==> config.mk <==
export PLATFORM = sky130hd
export DESIGN_NAME = rbw_relay_board
export DESIGN_NICKNAME = d
export VERILOG_FILES = /design/src/rtl/rbw_pkg.sv /design/src/rtl/rbw_heartbeat_watchdog.sv /design/src/rtl/rbw_relay_board.sv
export SDC_FILE = /design/constraint.sdc
export NUM_CORES = 1
export LEC_CHECK = 0
export ABC_AREA = 1
export BUFFER_PORTS_ARGS = -buffer_cell sky130_fd_sc_hd__buf_2
export CELL_PAD_IN_SITES_DETAIL_PLACEMENT = 2
export CELL_PAD_IN_SITES_GLOBAL_PLACEMENT = 2
export CORE_MARGIN = 2
export CORE_UTILIZATION = 33
export DETAILED_ROUTE_END_ITERATION = 8
export PLACE_DENSITY_LB_ADDON = 0.1
export SYNTH_ARGS = -nofsm -noshare
export SYNTH_HDL_FRONTEND = slang
export SYNTH_SLANG_ARGS = --single-unit
==> constraint.sdc <==
create_clock -name clk -period 2.25 [get_ports clk]
set_clock_uncertainty 0.15 [all_clocks]
set_input_delay 0 -clock clk [delete_from_list [all_inputs] [get_ports clk]]
set_output_delay 0 -clock clk [all_outputs]
set_load 0.02 [all_outputs]
==> src/rtl/rbw_pkg.sv <==
// Purpose: Shared constants and carrier types for the relay board output watchdog
// Assumes: 250 MHz system clock
// Notes:   Channel indices follow the bit order of the command word
package rbw_pkg;

    ////////////////////////////////////////////////////////////////////////////
    // Timing
    localparam longint unsigned CLK_HZ         = 64'd250000000;
    localparam longint unsigned HB_TIMEOUT_S   = 64'd30;
    localparam longint unsigned HB_TIMEOUT_CYC = HB_TIMEOUT_S * CLK_HZ;
    localparam int              CNT_W          = 33;

    ////////////////////////////////////////////////////////////////////////////
    // Command word bit positions, one per indicator channel
    localparam int CMD_W                        = 16;
    localparam int CH_HEARTBEAT                 = 0;
    localparam int CH_CHAMBER_HEATER            = 1;
    localparam int CH_CONVERTER_HEATER          = 2;
    localparam int CH_SPAN_OVEN_HEATER          = 4;
    localparam int CH_ZERO_SPAN_SELECT          = 6;
    localparam int CH_SAMPLE_CAL_SELECT         = 7;
    localparam int CH_CHAMBER_BYPASS            = 8;
    localparam int CH_CONVERTER_ROUTE           = 9;
    localparam int CH_SPAN_INLET_SELECT         = 10;
    localparam int CH_SPAN_SHUTOFF              = 11;
    localparam int CH_ZERO_SHUTOFF              = 12;
    localparam logic [CMD_W-1:0] SPARE_MASK     = 16'hE028;
    localparam logic [CMD_W-1:0] CMD_RESET      = 16'h0000;

    ////////////////////////////////////////////////////////////////////////////
    // Carriers
    typedef struct packed {
        logic chamber;
        logic converter;
        logic span_oven;
    } rbw_heater_type;

    typedef struct packed {
        logic zero_span_select;
        logic sample_cal_select;
        logic chamber_bypass;
        logic converter_route;
        logic span_inlet_select;
        logic span_shutoff;
        logic zero_shutoff;
    } rbw_valve_type;

    typedef struct packed {
        logic span_gen;
        logic dual_span;
        logic press_span;
        logic press_zero;
    } rbw_option_type;

    localparam rbw_heater_type HEATER_OFF  = 3'h0;
    localparam rbw_valve_type  VALVE_OFF   = 7'h00;
    localparam rbw_option_type OPTION_NONE = 4'h0;

endpackage

==> src/rtl/rbw_heartbeat_watchdog.sv <==
// Purpose: Heartbeat timeout supervisor that trips when the level stops changing
// Assumes: hb_level comes from logic on the same clock
// Notes:   Counter saturates, so a long stall cannot wrap into a false recovery
`timescale 1ns/100ps
module rbw_heartbeat_watchdog #(
    parameter logic [rbw_pkg::CNT_W-1:0] TIMEOUT_CYC = rbw_pkg::CNT_W'(rbw_pkg::HB_TIMEOUT_CYC)
) (
    input  logic clk,
    input  logic resetn,
    input  logic hb_level,
    output logic trip_r
);

    typedef enum logic [1:0] {
        ST_RUN  = 2'b01,
        ST_TRIP = 2'b10
    } rbw_wd_state_type;

    rbw_wd_state_type             state_r;
    rbw_wd_state_type             state_nxt;
    logic [rbw_pkg::CNT_W-1:0]    cnt_r;
    logic [rbw_pkg::CNT_W-1:0]    cnt_nxt;
    logic                         hb_prev_r;
    logic                         toggle;

    assign toggle = hb_level ^ hb_prev_r;

    ////////////////////////////////////////////////////////////////////////////
    // Next counter and state
    always_comb begin
        cnt_nxt   = cnt_r;
        state_nxt = state_r;
        if (toggle) begin
            cnt_nxt = '0;
        end else if (cnt_r != TIMEOUT_CYC) begin
            cnt_nxt = cnt_r + 1'b1;
        end
        unique case (state_r)
            ST_RUN: begin
                if (!toggle && cnt_r == TIMEOUT_CYC - 1'b1) begin
                    state_nxt = ST_TRIP;
                end
            end
            ST_TRIP: begin
                if (toggle) begin
                    state_nxt = ST_RUN;
                end
            end
            default: state_nxt = ST_TRIP;                       // Illegal code fails safe
        endcase
    end

    ////////////////////////////////////////////////////////////////////////////
    // Registers; comes out of reset running with a fresh count
    always_ff @(posedge clk or negedge resetn) begin
        if (!resetn) begin
            cnt_r     <= '0;
            state_r   <= ST_RUN;
            hb_prev_r <= 1'b0;
            trip_r    <= 1'b0;
        end else begin
            cnt_r     <= cnt_nxt;
            state_r   <= state_nxt;
            hb_prev_r <= hb_level;
            trip_r    <= (state_nxt == ST_TRIP);
        end
    end

    ////////////////////////////////////////////////////////////////////////////
    // Checks
    a_trip_at_timeout: assert property (@(posedge clk) disable iff (!resetn)
        $rose(trip_r) |-> $past(cnt_r) == TIMEOUT_CYC - 1'b1)
        else $error("watchdog tripped at the wrong count");
    a_toggle_restart: assert property (@(posedge clk) disable iff (!resetn)
        toggle |=> cnt_r == '0)
        else $error("heartbeat change did not restart the count");
    a_trip_resume: assert property (@(posedge clk) disable iff (!resetn)
        trip_r && toggle |=> !trip_r)
        else $error("trip not released on heartbeat change");
    a_trip_holds: assert property (@(posedge clk) disable iff (!resetn)
        trip_r && !toggle |=> trip_r)
        else $error("trip released without heartbeat");

endmodule

==> src/rtl/rbw_relay_board.sv <==
// Purpose: Relay board output controller with heartbeat watchdog
// Assumes: Command words arrive decoded from the serial bus on the same clock
// Notes:   Option straps are pins and pass a two-stage synchroniser
`timescale 1ns/100ps
module rbw_relay_board #(
    parameter logic [rbw_pkg::CNT_W-1:0] TIMEOUT_CYC = rbw_pkg::CNT_W'(rbw_pkg::HB_TIMEOUT_CYC)
) (
    input  logic                          clk,
    input  logic                          resetn,
    input  logic                          cmd_valid,
    input  logic [rbw_pkg::CMD_W-1:0]     cmd_data,
    input  rbw_pkg::rbw_option_type       option_pins,
    output rbw_pkg::rbw_heater_type       heater_r,
    output rbw_pkg::rbw_valve_type        valve_r,
    output logic [rbw_pkg::CMD_W-1:0]     led_r,
    output logic                          wdog_trip_r
);

    logic [rbw_pkg::CMD_W-1:0]  cmd_r;
    logic [rbw_pkg::CMD_W-1:0]  cmd_nxt;
    rbw_pkg::rbw_option_type    opt_meta_r;
    rbw_pkg::rbw_option_type    opt_r;
    rbw_pkg::rbw_heater_type    heater_nxt;
    rbw_pkg::rbw_valve_type     valve_nxt;
    logic [rbw_pkg::CMD_W-1:0]  led_nxt;

    ////////////////////////////////////////////////////////////////////////////
    // Option straps: two flops; only the second stage is read
    always_ff @(posedge clk or negedge resetn) begin
        if (!resetn) begin
            opt_meta_r <= rbw_pkg::OPTION_NONE;
            opt_r      <= rbw_pkg::OPTION_NONE;
        end else begin
            opt_meta_r <= option_pins;
            opt_r      <= opt_meta_r;
        end
    end

    ////////////////////////////////////////////////////////////////////////////
    // Command latch; holds the last word until a new one is taken
    always_comb begin
        cmd_nxt = cmd_r;
        if (cmd_valid) begin
            cmd_nxt = cmd_data;
        end
    end

    always_ff @(posedge clk or negedge resetn) begin
        if (!resetn) begin
            cmd_r <= rbw_pkg::CMD_RESET;
        end else begin
            cmd_r <= cmd_nxt;
        end
    end

    ////////////////////////////////////////////////////////////////////////////
    // Watchdog on the heartbeat channel as commanded by the host
    rbw_heartbeat_watchdog #(
        .TIMEOUT_CYC (TIMEOUT_CYC)
    ) u_wdog (
        .clk      (clk),
        .resetn   (resetn),
        .hb_level (cmd_r[rbw_pkg::CH_HEARTBEAT]),
        .trip_r   (wdog_trip_r)
    );

    ////////////////////////////////////////////////////////////////////////////
    // Output decode; a trip overrides every heater and valve command so the load fails safe
    always_comb begin
        heater_nxt.chamber           = cmd_r[rbw_pkg::CH_CHAMBER_HEATER];
        heater_nxt.converter         = cmd_r[rbw_pkg::CH_CONVERTER_HEATER];
        heater_nxt.span_oven         = cmd_r[rbw_pkg::CH_SPAN_OVEN_HEATER]
                                       & opt_r.span_gen;
        valve_nxt.zero_span_select   = cmd_r[rbw_pkg::CH_ZERO_SPAN_SELECT];
        valve_nxt.sample_cal_select  = cmd_r[rbw_pkg::CH_SAMPLE_CAL_SELECT];
        valve_nxt.chamber_bypass     = cmd_r[rbw_pkg::CH_CHAMBER_BYPASS];
        valve_nxt.converter_route    = cmd_r[rbw_pkg::CH_CONVERTER_ROUTE];
        valve_nxt.span_inlet_select  = cmd_r[rbw_pkg::CH_SPAN_INLET_SELECT]
                                       & opt_r.dual_span;
        valve_nxt.span_shutoff       = cmd_r[rbw_pkg::CH_SPAN_SHUTOFF]
                                       & opt_r.press_span;
        valve_nxt.zero_shutoff       = cmd_r[rbw_pkg::CH_ZERO_SHUTOFF]
                                       & opt_r.press_zero;
        if (wdog_trip_r) begin
            heater_nxt = rbw_pkg::HEATER_OFF;
            valve_nxt  = rbw_pkg::VALVE_OFF;
        end
        // Indicators mirror what is really energized, so a trip darkens all but the heartbeat indicator
        led_nxt                                   = '0;
        led_nxt[rbw_pkg::CH_HEARTBEAT]            = cmd_r[rbw_pkg::CH_HEARTBEAT];
        led_nxt[rbw_pkg::CH_CHAMBER_HEATER]       = heater_nxt.chamber;
        led_nxt[rbw_pkg::CH_CONVERTER_HEATER]     = heater_nxt.converter;
        led_nxt[rbw_pkg::CH_SPAN_OVEN_HEATER]     = heater_nxt.span_oven;
        led_nxt[rbw_pkg::CH_ZERO_SPAN_SELECT]     = valve_nxt.zero_span_select;
        led_nxt[rbw_pkg::CH_SAMPLE_CAL_SELECT]    = valve_nxt.sample_cal_select;
        led_nxt[rbw_pkg::CH_CHAMBER_BYPASS]       = valve_nxt.chamber_bypass;
        led_nxt[rbw_pkg::CH_CONVERTER_ROUTE]      = valve_nxt.converter_route;
        led_nxt[rbw_pkg::CH_SPAN_INLET_SELECT]    = valve_nxt.span_inlet_select;
        led_nxt[rbw_pkg::CH_SPAN_SHUTOFF]         = valve_nxt.span_shutoff;
        led_nxt[rbw_pkg::CH_ZERO_SHUTOFF]         = valve_nxt.zero_shutoff;
    end

    always_ff @(posedge clk or negedge resetn) begin
        if (!resetn) begin
            heater_r <= rbw_pkg::HEATER_OFF;
            valve_r  <= rbw_pkg::VALVE_OFF;
            led_r    <= '0;
        end else begin
            heater_r <= heater_nxt;
            valve_r  <= valve_nxt;
            led_r    <= led_nxt;
        end
    end

    ////////////////////////////////////////////////////////////////////////////
    // Checks
    // A trip darkens every heater and valve on the next edge
    a_trip_forces_off: assert property (@(posedge clk) disable iff (!resetn)
        wdog_trip_r |=> heater_r == rbw_pkg::HEATER_OFF && valve_r == rbw_pkg::VALVE_OFF)
        else $error("outputs not forced off during trip");

    // Only the heartbeat indicator may stay lit while tripped
    a_trip_leds_dark: assert property (@(posedge clk) disable iff (!resetn)
        wdog_trip_r |=> led_r[rbw_pkg::CMD_W-1:1] == '0)
        else $error("indicator lit during trip");

    // A strobed word is latched whole on its own edge
    a_cmd_latch: assert property (@(posedge clk) disable iff (!resetn)
        cmd_valid |=> cmd_r == $past(cmd_data))
        else $error("command word not latched");

    // Without a strobe the last word stays in force
    a_cmd_hold: assert property (@(posedge clk) disable iff (!resetn)
        !cmd_valid |=> $stable(cmd_r))
        else $error("command word changed without a strobe");

    // End to end: strobe, latch, then the heater output two edges on
    a_cmd_to_heater: assert property (@(posedge clk) disable iff (!resetn)
        cmd_valid ##1 !wdog_trip_r |=>
        heater_r.chamber == $past(cmd_data[rbw_pkg::CH_CHAMBER_HEATER], 2))
        else $error("chamber heater does not follow command");

    // Both fixed heaters follow their command bits
    a_heater_follow: assert property (@(posedge clk) disable iff (!resetn)
        !wdog_trip_r |=> heater_r.chamber == $past(cmd_r[rbw_pkg::CH_CHAMBER_HEATER])
        && heater_r.converter == $past(cmd_r[rbw_pkg::CH_CONVERTER_HEATER]))
        else $error("heater does not follow command");

    // Gas source selection follows the command while running
    a_gas_select: assert property (@(posedge clk) disable iff (!resetn)
        !wdog_trip_r |=> valve_r.zero_span_select == $past(cmd_r[rbw_pkg::CH_ZERO_SPAN_SELECT])
        && valve_r.sample_cal_select == $past(cmd_r[rbw_pkg::CH_SAMPLE_CAL_SELECT]))
        else $error("gas select valves do not follow command");

    // Flow routing follows the command while running
    a_flow_route: assert property (@(posedge clk) disable iff (!resetn)
        !wdog_trip_r |=> valve_r.chamber_bypass == $past(cmd_r[rbw_pkg::CH_CHAMBER_BYPASS])
        && valve_r.converter_route == $past(cmd_r[rbw_pkg::CH_CONVERTER_ROUTE]))
        else $error("flow route valves do not follow command");

    // Converter heater and zero shutoff indicators track the outputs they belong to
    a_led_mirror: assert property (@(posedge clk) disable iff (!resetn)
        led_r[rbw_pkg::CH_CONVERTER_HEATER] == heater_r.converter
        && led_r[rbw_pkg::CH_ZERO_SHUTOFF] == valve_r.zero_shutoff)
        else $error("indicator differs from its output");

    // Heartbeat indicator shows the commanded level, tripped or not
    a_led_heartbeat: assert property (@(posedge clk) disable iff (!resetn)
        led_r[rbw_pkg::CH_HEARTBEAT] == $past(cmd_r[rbw_pkg::CH_HEARTBEAT]))
        else $error("heartbeat indicator differs from command");

    // Spare positions never light, whatever the host sends
    a_spares_dark: assert property (@(posedge clk) disable iff (!resetn)
        (led_r & rbw_pkg::SPARE_MASK) == '0)
        else $error("spare indicator lit");

    // No generator, no oven heat
    a_oven_option: assert property (@(posedge clk) disable iff (!resetn)
        !opt_r.span_gen |=> !heater_r.span_oven)
        else $error("span oven heats without generator");

    // With the generator fitted the oven follows its bit
    a_oven_follow: assert property (@(posedge clk) disable iff (!resetn)
        !wdog_trip_r && opt_r.span_gen
        |=> heater_r.span_oven == $past(cmd_r[rbw_pkg::CH_SPAN_OVEN_HEATER]))
        else $error("span oven does not follow command");

    // Span option valves stay idle without their options
    a_shutoff_option: assert property (@(posedge clk) disable iff (!resetn)
        !opt_r.press_span && !opt_r.dual_span |=> !valve_r.span_shutoff
        && !valve_r.span_inlet_select)
        else $error("span option valve active without option");

    // Span inlet select follows its bit with the dual span option fitted
    a_inlet_follow: assert property (@(posedge clk) disable iff (!resetn)
        !wdog_trip_r && opt_r.dual_span
        |=> valve_r.span_inlet_select == $past(cmd_r[rbw_pkg::CH_SPAN_INLET_SELECT]))
        else $error("span inlet select does not follow command");

    // Span shutoff follows its bit with a pressurized span option fitted
    a_span_shutoff: assert property (@(posedge clk) disable iff (!resetn)
        !wdog_trip_r && opt_r.press_span
        |=> valve_r.span_shutoff == $past(cmd_r[rbw_pkg::CH_SPAN_SHUTOFF]))
        else $error("span shutoff does not follow command");

    // No pressurized zero, no zero shutoff
    a_zero_option: assert property (@(posedge clk) disable iff (!resetn)
        !opt_r.press_zero |=> !valve_r.zero_shutoff)
        else $error("zero shutoff active without option");

    // With pressurized zero fitted the zero shutoff follows its bit
    a_zero_follow: assert property (@(posedge clk) disable iff (!resetn)
        !wdog_trip_r && opt_r.press_zero
        |=> valve_r.zero_shutoff == $past(cmd_r[rbw_pkg::CH_ZERO_SHUTOFF]))
        else $error("zero shutoff does not follow command");

endmodule

# After elaboration in Yosys (flattened, before gate mapping)
# Cells that the tools add are included.
[op_classes]
bitwise_logic = 5
mux = 7
reduce_logical = 3
addsub = 1
n_eq_ne = 5
[ops]
columns = ["op", "n"]
rows = [
  ["$mux W33", 2],
  ["$add A33 B1 Y33 const B", 1],
  ["$eq A33 B33 Y1 const B", 1],
  ["$ne A33 B33 Y1 const B", 1],
  ["$mux W7", 1],
  ["$and A1 B1 Y1", 4],
  ["$eq A2 B2 Y1 const B", 2],
  ["$mux W2", 2],
  ["$pmux W2 S2", 1],
  ["$mux W3", 1],
  ["$eq A2 B1 Y1 const B", 1],
  ["$reduce_bool A2 Y1", 1],
  ["$logic_and A1 B1 Y1", 1],
  ["$logic_not A1 Y1", 1],
  ["$xor A1 B1 Y1", 1],
]
[totals]
output_inout_bits = 27
elab_cells = 45
ff_bits = 79
inputBits = 23

# Depth between registers and ports, before layout
# Gate-level depths: netlist (run 1).
[depth]
ltp_word = 6
depth_mapped = 12

# Hierarchy
# A second synthesis (run 1) with hierarchy kept.
[unflattened]
cells_unflattened = 429
hier_area_um2 = 3480.8
[modules_own_cells]
columns = ["mod", "n_inst", "area_each_um2", "cells_per_inst", "seq_area_each_um2"]
rows = [
  ["rbw_heartbeat_watchdog", 1, 2387.3, 326, 927.1],
  ["rbw_relay_board", 1, 1093.5, 103, 750.7],
]

# Least setup slack after synthesis (run 1)
# No wires, ideal clock.
[synth_path]
path_kind = "reg-to-reg"
startpoint = "reg u_wdog.cnt_r[0] (netlist bit)"
endpoint = "reg u_wdog.cnt_r[18] (netlist bit)"
t_arrival_ns = 1.418
path_stages_with_launch = 9
synth_period_minus_slack_ns = 1.689
required_ns = 1.979
setup_time_ns = 0.121
path_slack_ns = 0.561
cell_sequence = "dfrtp_1 ha_1 nand3_1 nor3_4 nand2_4 nor2_8 nand2_1 o21ai_0 nor2_1"
[synth_via]
elab_chain_len = 3
[synth_rtl]
columns = ["element", "line_no", "text"]
rows = [
  ["start, declared", "rbw_heartbeat_watchdog.sv:21", "logic [rbw_pkg::CNT_W-1:0] cnt_r;"],
  ["start signal, assigned", "rbw_heartbeat_watchdog.sv:62", "cnt_r <= cnt_nxt;"],
  ["$add A33 B1 Y33", "rbw_heartbeat_watchdog.sv:36", "cnt_nxt = cnt_r + 1'b1;"],
  ["$mux W33", "rbw_heartbeat_watchdog.sv:35", "end else if (cnt_r != TIMEOUT_CYC) begin"],
  ["$mux W33", "rbw_heartbeat_watchdog.sv:33", "if (toggle) begin"],
]
# Several ways; a longest one is shown, not always the timed one. The select of a mux whose other input is x is not followed.
# A chain may end at the register's enable or synchronous reset.

# Worst setup path after layout (run 1)
# Same ends and word-level chain as after synthesis.

==> impl_metrics.yaml, run 1 <==
run_status:
  outcome: "finished clean"
routing:
  routedWlPerCell_microns: 16.79
  vias: 2969
  drt_iter0_drc: 30
  viasPerCell: 4.828
  drt_wl_total_microns: 10320
  postRouteAntennaNets: 0
  dr.pass1.iters: 4
  drc_errors: 0
worst_setup_path:
  reg2reg_from: "u_wdog.cnt_r[0]$_DFFE_PN0P_"
  start_kind: "flip-flop"
  crit_required_ns: 2.33
  cp_num_cells: 8
  startpoint: "u_wdog.cnt_r[0]$_DFFE_PN0P_"
  crit_fanout: 8
  end_kind: "flip-flop"
  arrival_ns: 2.17
  r2r_cells: 8
  cpMaxStageDelayCell: "dfrtp_1"
  path_delay_family: "simple AND/OR/NAND/NOR gates"
  path_buf_inv: 0
  worstSetupPathType: "flip-flop to flip-flop"
  slowest_delay_ns: 0.42
  path_cells: "ha_1 > nand3_1 > nor3_4 > nand2_4 > nor2_8 > nand2_1 > o21ai_1 > nor2_1"
clock_network:
  clkSinkCount: 66
  cts_root_buf: "clkbuf_8"
  cts_max_level: 3
  cts.clk_slew.worst_paths_ns: 0.09
  insertion_delay_ns: 0.35
  clk_path_buf_depth: 2
  cts_tree: "done"
  cts_buffers: 9
yosys:
  synthSimpleGateAreaFrac_pct: 28.29
  ys.flop_type: "dfrtp_1"
  yosys-top-cells-area: "dfrtp_1 49%, nand2_1 10%, nor2_1 7.2%, inv_1 5.8%, buf_4 3.6%"
  synth_edf_count: 0
  yosysWarnings: 0
  synth_top_area_share_pct: 48.71
  synth_top_family_by_area: "simple AND/OR/NAND/NOR gates"
  netlist_instances: 411
  synth_seq_area_share_pct: 49.49
  synth_mux_area_share_pct: 1.349
  synth-compound-area-share_pct: 6.931
  synth_fa_ha_area_share_pct: 1.499
  synth_xor_xnor_area_share_pct: 1.574
  ys_ff_latch: 66
  syn_area_per_cell_sq_um: 8.125
  yosysTopAreaCell: "dfrtp_1"
  async_flop_share_pct: 100.0
  yosysUniqueCellTypes: 35
  synth_area_sq_mm: 0.003339
pwr:
  pwr_density_cell_mw_per_mm2: 726.0
  sw_frac_of_total_pct: 33.47
  internal-power_uw: 1982
  p_leak_uw: 0.001942
  p_switching_uw: 997.0
  vdd_ir_drop_max_uv: 337.5
  pwr-share-clk_pct: 32.8
  p_seq_share_pct: 46.8
  combPwrFrac_pct: 20.4
timing:
  max_freq_ghz: 0.4788
  setup_viol: 0
  relSlewSlack_pct: 50.95
  tns_ns: 0
  fin_crit_sh_pct: 92.82
  drv_slew: 0
  fin_ws_ns: 0.1615
  worst_pin_slew_ns: 0.7357
  rsz0062_at_grt: "false"
  hold_viol_final: 0
  min_period_ns: 2.089
placed_design:
  place_ws_ns: 0.2680
  portBuffers: 39
  gp_congestion: 0.7693
  dp_hpwl_microns: 6883
floorplanning:
  initial_core_util_pct: 34.01
  dieHeight_microns: 104.6
  die_x_microns: 104.6
  num_rows: 36
  io_pins: 50
  die_area_sq_mm: 0.01094
  core_area_sq_mm: 0.009819
run:
  maxCapViolations: 0
global_routing:
  grt_pass1_wl_microns: 17340
  grt_max_degree: 31
  grt_overflow_total: 0
  grt_pass1_vias: 3360
  antenna_found_initial: 0
  grt_usage_pct: 20.33
worst_hold_path:
  hold_path.class: "input pin to flip-flop"
  min-delay-start: "cmd_valid"
  hold_depth: 2
cells_and_area:
  diodes: 0
  drive_above_1_share_pct: 16.80
  fin_nets: 504
  area.growth.synth_to_final_pct: 22.89
  fillers: 1143
## power by group through the flow
stage	clock network [uW]	logic, uW	registers, uW
3_5_place_dp	0	547	1420
2_1_floorplan	0	362	1430
4_1_cts	998	606	1400
6_report	977	607	1390
3_3_place_gp	0	524	1410
5_1_grt	1060	676	1420
## cells in the final DEF, fill, tap and decap left out, drive strengths merged, types with 16 or more instances in the layout
cell          n
nand2        91
nor2         70
dfrtp        65
inv          53
buf          45
dlygate4sd3  30
o21ai        23
nand3        21
a21oi        16
## cell type report
type                            count  area [sq um]  area share (%)
Timing Repair Buffer               75         553.0           13.48
Clock buffer                       11         151.4           3.689
Clock inverter                      5         38.79          0.9451
Sequential cell                    66          1653           40.27
Inverter                           53         198.9           4.848
Multi-Input combinational cell    272          1343           32.71
Tap cell                          133         166.4           4.055
## synth_stat cells (2+ instances only)
cell type,number
a21oi_1,16
a31oi_1,2
and3_1,3
buf_4,16
clkbuf_1,5
dfrtp_1,65
ha_1,4
inv_1,52
mux2_2,4
nand2_1,89
nand3_1,18
nand3_2,3
nand4_1,11
nor2_1,64
nor2_2,3
nor2_4,2
nor3_1,9
o21ai_0,23
xor2_1,6
## metrics by stage
stage / util [%] / cell area (sq um) / total power (uW) / hold WS, ns / cells
after floorplan: - / 3354 / 1797 / -0.4456 / 415
after global placement: 36.72 / 3606 / 1932 / -0.06919 / 568
after detailed placement: 36.72 / 3606 / 1964 / -0.05588 / 568
after CTS: 41.72 / 4096 / 2999 / 0.004230 / 614
after global routing: 41.79 / 4104 / 3148 / 0.006550 / 615
final: 41.79 / 4104 / 2979 / 0.007016 / 615
## layer usage
layer	vias to the layer above	track usage, %	routed length, microns
li1	1410	-	-
met1	1519	24.37	4567
met2	28	36.69	5410
met3	12	3.868	205
met4	0	6.381	142
met5	-	0	0
## worst paths after layout
path,to,slack (ns)
max,u_wdog.cnt_r[18]$_DFFE_PN0P_,0.16
min in group asynchronous,led_r[12]$_DFF_PN0_,0.08
min,cmd_r[12]$_DFFE_PN0P_,0.007
max reg2reg,u_wdog.cnt_r[18]$_DFFE_PN0P_,0.16
max in group asynchronous,u_wdog.cnt_r[21]$_DFFE_PN0P_,1.21
min reg2reg,opt_r[3]$_DFF_PN0_,0.20
## kinds of logic (layout without fill, tap and decap cells)
logic type,count (synthesis),in the layout
AOI/OAI and AO/OA,44,44
xor gates and xnor gates,6,6
adders and majority gates,4,4
buffers and inverters,77,144
DFF,66,66
muxes,4,4
other,1,5
and+or+nand+nor,209,209
## sequential cells by signal, indices dropped and copies added (netlist names)
register	cells
cmd_r	11
led_r	11
opt_meta_r	4
opt_r	4
u_wdog.cnt_r	33
u_wdog.state_r	2
u_wdog.trip_r	1
## timing repair
action                     4_1_cts  5_1_grt
hold buffers                    30        0
hold endpoints to repair        43        0
buffers inserted                 0        1
setup endpoints to repair        0        1
resized for setup                0        1
(Power assumes the default switching activity.)
==> run 2, diff against run 1 <==
--- a/config.mk
+++ b/config.mk
@@ -6,13 +6,14 @@
 export NUM_CORES = 1
 export LEC_CHECK = 0
 export ABC_AREA = 1
-export BUFFER_PORTS_ARGS = -buffer_cell sky130_fd_sc_hd__buf_2
+export BUFFER_PORTS_ARGS = -buffer_cell sky130_fd_sc_hd__buf_4
 export CELL_PAD_IN_SITES_DETAIL_PLACEMENT = 2
 export CELL_PAD_IN_SITES_GLOBAL_PLACEMENT = 2
 export CORE_MARGIN = 2
-export CORE_UTILIZATION = 33
+export CORE_UTILIZATION = 30
 export DETAILED_ROUTE_END_ITERATION = 8
 export PLACE_DENSITY_LB_ADDON = 0.1
 export SYNTH_ARGS = -nofsm -noshare
 export SYNTH_HDL_FRONTEND = slang
 export SYNTH_SLANG_ARGS = --single-unit
+export TNS_END_PERCENT = 50
==> constraint.sdc (replaced) <==
create_clock -name clk -period 1.7 [get_ports clk]
set_clock_uncertainty 0.15 [all_clocks]
set_input_delay 0 -clock clk [delete_from_list [all_inputs] [get_ports clk]]
set_output_delay 0 -clock clk [all_outputs]
set_load 0.02 [all_outputs]
==> run 2 against run 1 <==
The flow now finishes with violations (negative setup slack). Via count increased by 6.4%. Routed wire length increased by 14%. Combinational power increased by 68%. Power increased by 59%. First-iteration DRC count increased to 2.6 times the previous value. Sequential power increased by 34%. Worst setup slack got worse by 0.29 ns. Cell count increased by 9.8%. Global-route usage increased by 0.87 points. Sequential cell count unchanged. Fmax increased by 14%. Count of clock-buffer cells in the layout decreased by 1. Highest routed layer unchanged.
==> impl_metrics.yaml, run 2 (synthesized netlist as in run 1, its figures left out) <==
cells_and_area:
  diodes: 0
  largestRegisters: "u_wdog.cnt_r: 33 flops, cmd_r: 11 flops, led_r: 11 flops"
  fillers: 1208
  top_register: "u_wdog.cnt_r"
  layout_commonest_cell: "buf_4"
  drive_above_1_share_pct: 35.89
  fin_nets: 557
  layout_common_cells: "95 x buf_4, 75 x nand2_1, 57 x dfrtp_1"
  area.growth.synth_to_final_pct: 48.00
  largest_reg_flops: 33
clock_network:
  clk_path_buf_depth: 2
  clkSinkCount: 66
  cts_buffers: 9
  cts.clk_slew.worst_paths_ns: 0.09
  cts_max_level: 3
  cts_tree: "done"
  cts_root_buf: "clkbuf_8"
  insertion_delay_ns: 0.38
timing:
  max_freq_ghz: 0.5474
  tns_ns: -0.5694
  drv_slew: 0
  hold_slack_ns: 0.1330
  hold_viol_final: 0
  fin_ws_ns: -0.1267
  setup_viol: 10
  rsz0062_at_grt: "true"
  fin_crit_sh_pct: 107.5
  min_period_ns: 1.827
worst_setup_path:
  path_cells: "ha_2 > nand3_4 > buf_4 > buf_6 > nor2_4 > nand2_2 > nor2_4 > nand2_1 > xor2_1 > nor2_1"
  crit_fanout: 3
  slowest_delay_ns: 0.39
  end_kind: "flip-flop"
  cp_common_cell: "nor2_4"
  reg2reg_to: "u_wdog.cnt_r[30]$_DFFE_PN0P_"
  arrival_ns: 1.94
  start_kind: "flip-flop"
  reg2reg_from: "u_wdog.cnt_r[0]$_DFFE_PN0P_"
  worstSetupPathType: "flip-flop to flip-flop"
  r2r_cells: 10
  crit_required_ns: 1.82
  ff2ff_setup_slack_ns: -0.13
  cpMaxStageDelayCell: "dfrtp_1"
pwr:
  p_seq_share_pct: 39.3
  combPwrFrac_pct: 21.7
  pwr-share-clk_pct: 39.1
  p_leak_uw: 0.002309
  internal-power_uw: 3318
  p_switching_uw: 1408
  sw_frac_of_total_pct: 29.79
  vdd_ir_drop_max_uv: 636.3
  pwr_density_cell_mw_per_mm2: 956.4
run:
  maxCapViolations: 0
routing:
  viasPerCell: 4.680
  routedWlPerCell_microns: 17.50
  postRouteAntennaNets: 0
  vias: 3159
  drt-met1-wl_microns: 4676
  top_layer: "met4"
  drc_errors: 0
  route.met2.wl_microns: 6727
  dr_wl_met3_microns: 275
  drt_iter0_drc: 77
  dr.pass1.iters: 4
  drt_wl_total_microns: 11810
worst_hold_path:
  hold_depth: 2
  min-delay-start: "option_pins[1]"
  whs_endpoint: "opt_meta_r[1]$_DFF_PN0_"
  hold_path.class: "input pin to flip-flop"
floorplanning:
  dieHeight_microns: 109.5
  num_rows: 38
  core_area_sq_mm: 0.01084
  die_x_microns: 109.5
  io_pins: 50
  die_area_sq_mm: 0.01199
  initial_core_util_pct: 30.81
global_routing:
  antenna_found_initial: 0
  grt_pass1_vias: 3651
  grt_pass1_wl_microns: 18820
  grt_max_degree: 37
  grt_usage_pct: 21.20
  grt_overflow_total: 0
placed_design:
  place_ws_ns: -0.1396
  portBuffers: 39
  gp_congestion: 0.7681
  dp_hpwl_microns: 7784
run_status:
  outcome: "finished, violations left"
  violations: "negative setup slack"
run 2: area by class of cell:
| type | instances | area (sq um) | share of cell area, % |
|---|---|---|---|
| clock inverter | 6 | 137.6 | 2.785 |
| inverter | 53 | 198.9 | 4.025 |
| clock buffer | 10 | 137.6 | 2.785 |
| tap | 140 | 175.2 | 3.544 |
| multi-input combinational | 272 | 1573 | 31.82 |
| sequential | 66 | 1663 | 33.65 |
| timing repair buffer | 128 | 1057 | 21.39 |
run 2: power groups by stage:
| stage | Clock, uW | Sequential (uW) | Combinational (uW) |
|---|---|---|---|
| 2_1_floorplan | 0 | 1900 | 479 |
| 3_3_place_gp | 0 | 1870 | 784 |
| 3_5_place_dp | 0 | 1880 | 827 |
| 4_1_cts | 1890 | 1850 | 930 |
| 5_1_grt | 1960 | 1880 | 1130 |
| 6_report | 1850 | 1860 | 1020 |
run 2: worst max-delay path, delay by kind of cell (launching register included):
kind,cells,cell delay [ns]
XOR/XNOR,1,0.17
flip-flops,1,0.39
AND/OR/NAND/NOR,6,0.52
adder cells (fa/ha/maj),1,0.23
buffers and inverters,2,0.26
run 2: repair_timing:
item / CTS / global route
gates resized for setup: 23 / 58
hold buffers: 29 / 0
pin swaps: 10 / 19
hold endpoints to repair: 81 / 0
setup endpoints to repair: 22 / 31
cloned: 0 / 0
setup buffers: 7 / 4
run 2: metal layers:
| layer | GRT usage (%) | vias to the layer above |
|---|---|---|
| met3 | 5.691 | 9 |
| met4 | 4.882 | 0 |
| met5 | 0 | - |
| met2 | 39.86 | 29 |
| met1 | 23.67 | 1613 |
| li1 | - | 1508 |
run 2: metrics by stage:
step | instance area, sq um | total power [uW] | instances | util [%]
floorplan | 3354 | 2378 | 415 | -
global placement | 4043 | 2651 | 619 | 37.29
detailed placement | 4043 | 2705 | 619 | 37.29
CTS | 4741 | 4670 | 671 | 43.73
global route | 4942 | 4973 | 675 | 45.59
finish | 4942 | 4727 | 675 | 45.59
run 2: worst max-delay path by stage:
stage | from | to | slack, ns | cells after the start
after global placement | u_wdog.cnt_r[0]$_DFFE_PN0P_ | u_wdog.cnt_r[18]$_DFFE_PN0P_ | -0.03 | 8
after CTS | u_wdog.cnt_r[1]$_DFFE_PN0P_ | u_wdog.cnt_r[20]$_DFFE_PN0P_ | -0.12 | 8
after floorplan | u_wdog.cnt_r[0]$_DFFE_PN0P_ | u_wdog.cnt_r[18]$_DFFE_PN0P_ | 0.01 | 8
after detailed placement | u_wdog.cnt_r[0]$_DFFE_PN0P_ | u_wdog.cnt_r[28]$_DFFE_PN0P_ | -0.14 | 8
after global routing | u_wdog.cnt_r[12]$_DFFE_PN0P_ | u_wdog.trip_r$_DFF_PN0_ | -0.25 | 12
final | u_wdog.cnt_r[0]$_DFFE_PN0P_ | u_wdog.cnt_r[30]$_DFFE_PN0P_ | -0.13 | 10
==> run 3, diff against run 2 <==
--- a/config.mk
+++ b/config.mk
@@ -7,12 +7,14 @@
 export LEC_CHECK = 0
 export ABC_AREA = 1
 export BUFFER_PORTS_ARGS = -buffer_cell sky130_fd_sc_hd__buf_4
+export CAP_MARGIN = 20
 export CELL_PAD_IN_SITES_DETAIL_PLACEMENT = 2
 export CELL_PAD_IN_SITES_GLOBAL_PLACEMENT = 2
 export CORE_MARGIN = 2
 export CORE_UTILIZATION = 30
 export DETAILED_ROUTE_END_ITERATION = 8
 export PLACE_DENSITY_LB_ADDON = 0.1
+export RECOVER_POWER = 50
 export SYNTH_ARGS = -nofsm -noshare
 export SYNTH_HDL_FRONTEND = slang
 export SYNTH_SLANG_ARGS = --single-unit
==> constraint.sdc (replaced) <==
create_clock -name clk -period 1.6 [get_ports clk]
set_clock_uncertainty 0.15 [all_clocks]
set_input_delay 0 -clock clk [delete_from_list [all_inputs] [get_ports clk]]
set_output_delay 0 -clock clk [all_outputs]
set_load 0.02 [all_outputs]
==> run 3 against run 2 <==
The flow still finishes with violations (negative setup slack). Critical path depth is 2 lower. Combinational power hardly changed. Global-route usage is 0.17 points higher. Critical endpoint is now u_wdog.cnt_r[20]$_DFFE_PN0P_. Highest routed layer unchanged.
==> impl_metrics.yaml, run 3 (synthesized netlist as in run 1, its figures left out) <==
run_status:
  violations: "negative setup slack"
  outcome: "finished, violations left"
worst_setup_path:
  path_delay_family: "simple AND/OR/NAND/NOR gates"
  start_kind: "flip-flop"
  critPathCapture: "u_wdog.cnt_r[20]$_DFFE_PN0P_"
  crit_fanout: 8
  ff2ff_setup_slack_ns: -0.16
  worstSetupPathType: "flip-flop to flip-flop"
  crit_required_ns: 1.72
  startpoint: "u_wdog.cnt_r[1]$_DFFE_PN0P_"
  reg2reg_to: "u_wdog.cnt_r[20]$_DFFE_PN0P_"
  path_buf_inv: 0
  cp_num_cells: 8
  arrival_ns: 1.88
  reg2reg_from: "u_wdog.cnt_r[1]$_DFFE_PN0P_"
  path_cells: "ha_4 > nand3_4 > nor3_4 > nand2_4 > nor2_8 > nand2_1 > o21ai_1 > nor2_1"
  cpMaxStageDelayCell: "dfrtp_2"
  end_kind: "flip-flop"
  r2r_cells: 8
  slowest_delay_ns: 0.41
global_routing:
  grt_pass1_wl_microns: 19040
  grt_pass1_vias: 3636
  grt_overflow_total: 0
  grt_max_degree: 37
  grt_usage_pct: 21.36
  antenna_found_initial: 0
placed_design:
  gp_congestion: 0.7602
  dp_hpwl_microns: 8098
  portBuffers: 39
clock_network:
  cts_max_level: 3
  insertion_delay_ns: 0.37
  cts_buffers: 9
  clk_path_buf_depth: 2
  cts_tree: "done"
  cts_root_buf: "clkbuf_8"
  cts.clk_slew.worst_paths_ns: 0.10
  clkSinkCount: 66
routing:
  viasPerCell: 4.675
  dr.pass1.iters: 4
  drt_iter0_drc: 116
  postRouteAntennaNets: 0
  routedWlPerCell_microns: 18.09
  drt_wl_total_microns: 12680
  vias: 3277
  drc_errors: 0
floorplanning:
  die_area_sq_mm: 0.01199
  die_x_microns: 109.5
  core_area_sq_mm: 0.01084
  initial_core_util_pct: 30.81
  num_rows: 38
  io_pins: 50
  dieHeight_microns: 109.5
cells_and_area:
  largestRegisters: "u_wdog.cnt_r: 33 flops, cmd_r: 11 flops, led_r: 11 flops"
  area.growth.synth_to_final_pct: 52.38
  layout_commonest_cell: "buf_4"
  diodes: 0
  final_core_util_pct: 46.94
  fillers: 1198
  top_register: "u_wdog.cnt_r"
  layout_common_cells: "93 x buf_4, 69 x nand2_1, 57 x dfrtp_1"
  drive_above_1_share_pct: 37.43
  largest_reg_flops: 33
  fin_nets: 583
timing:
  max_freq_ghz: 0.5690
  min_period_ns: 1.757
  relSlewSlack_pct: 64.51
  worst_pin_slew_ns: 0.5323
  fin_ws_ns: -0.1575
  hold_slack_ns: 0.1453
  fin_crit_sh_pct: 109.8
  rsz0062_at_grt: "true"
  setup_viol: 24
  hold_viol_final: 0
  drv_slew: 0
pwr:
  p_leak_uw: 0.002351
  pwr_density_cell_mw_per_mm2: 888.8
  vdd_ir_drop_max_uv: 509.8
worst_hold_path:
  hold_path.class: "input pin to flip-flop"
run:
  maxCapViolations: 0
[run 3: cell count changes in the layout (fill, tap and decap cells not counted), sizes merged]
cell and delta:
bufinv -3, inv +2, clkbuf +25, clkinvlp +2
[run 3: layout make-up]
cell class / count / area [sq um] / area share (%)
flip-flops and latches: 66 / 1663 / 32.68
clock buffers: 9 / 123.9 / 2.434
inverters: 53 / 203.9 / 4.008
well taps: 140 / 175.2 / 3.442
clock inverters: 7 / 76.32 / 1.500
repair buffers: 154 / 1181 / 23.21
multi-input cells: 272 / 1665 / 32.73
[run 3: worst min path at each step]
stage,slack [ns],depth (start not counted),to,from
global route,0.12,2,opt_meta_r[1]$_DFF_PN0_,option_pins[1]
global placement,-0.16,1,cmd_r[9]$_DFFE_PN0P_,resetn
floorplan,-0.45,0,cmd_r[0]$_DFFE_PN0P_,resetn
detailed placement,-0.15,1,cmd_r[9]$_DFFE_PN0P_,resetn
CTS,0.11,2,opt_meta_r[1]$_DFF_PN0_,option_pins[1]
finish,0.15,2,opt_meta_r[1]$_DFF_PN0_,option_pins[1]
[run 3: report_power, final]
group          internal, uW  leakage, uW  switching [uW]
clock network           731    0.0000962             784
registers              1830     0.000849             154
logic                   397      0.00141             630
total                  2950      0.00235            1570
[run 3: metrics by stage]
step | cell area (sq um) | setup WS (ns) | TNS, ns | total power [uW] | instances
floorplan | 3379 | -0.07754 | -0.3461 | 2538 | 415
global placement | 4210 | -0.1471 | -1.941 | 2837 | 638
detailed placement | 4210 | -0.2318 | -3.622 | 2898 | 638
CTS | 4907 | -0.1083 | -0.7477 | 4545 | 695
global route | 5089 | -0.2513 | -4.712 | 4784 | 701
finish | 5089 | -0.1575 | -1.426 | 4523 | 701
[run 3: per-layer routing]
metal  vias to the layer above  global-route usage (%)  wire length [microns]
li1                       1573                       -                      -
met1                      1660                   24.85                   5346
met2                        31                   40.08                   6948
met3                        13                   4.801                    224
met4                         0                   4.069                    164
met5                         -                       0                      0
[run 3: timing repair]
| action | CTS | global route |
|---|---|---|
| pin swaps | 11 | 30 |
| buffers inserted | 12 | 7 |
| setup endpoints to repair | 32 | 36 |
| gates resized for setup | 36 | 64 |
| hold buffers | 29 | 0 |
| endpoints found under the hold margin | 81 | 0 |
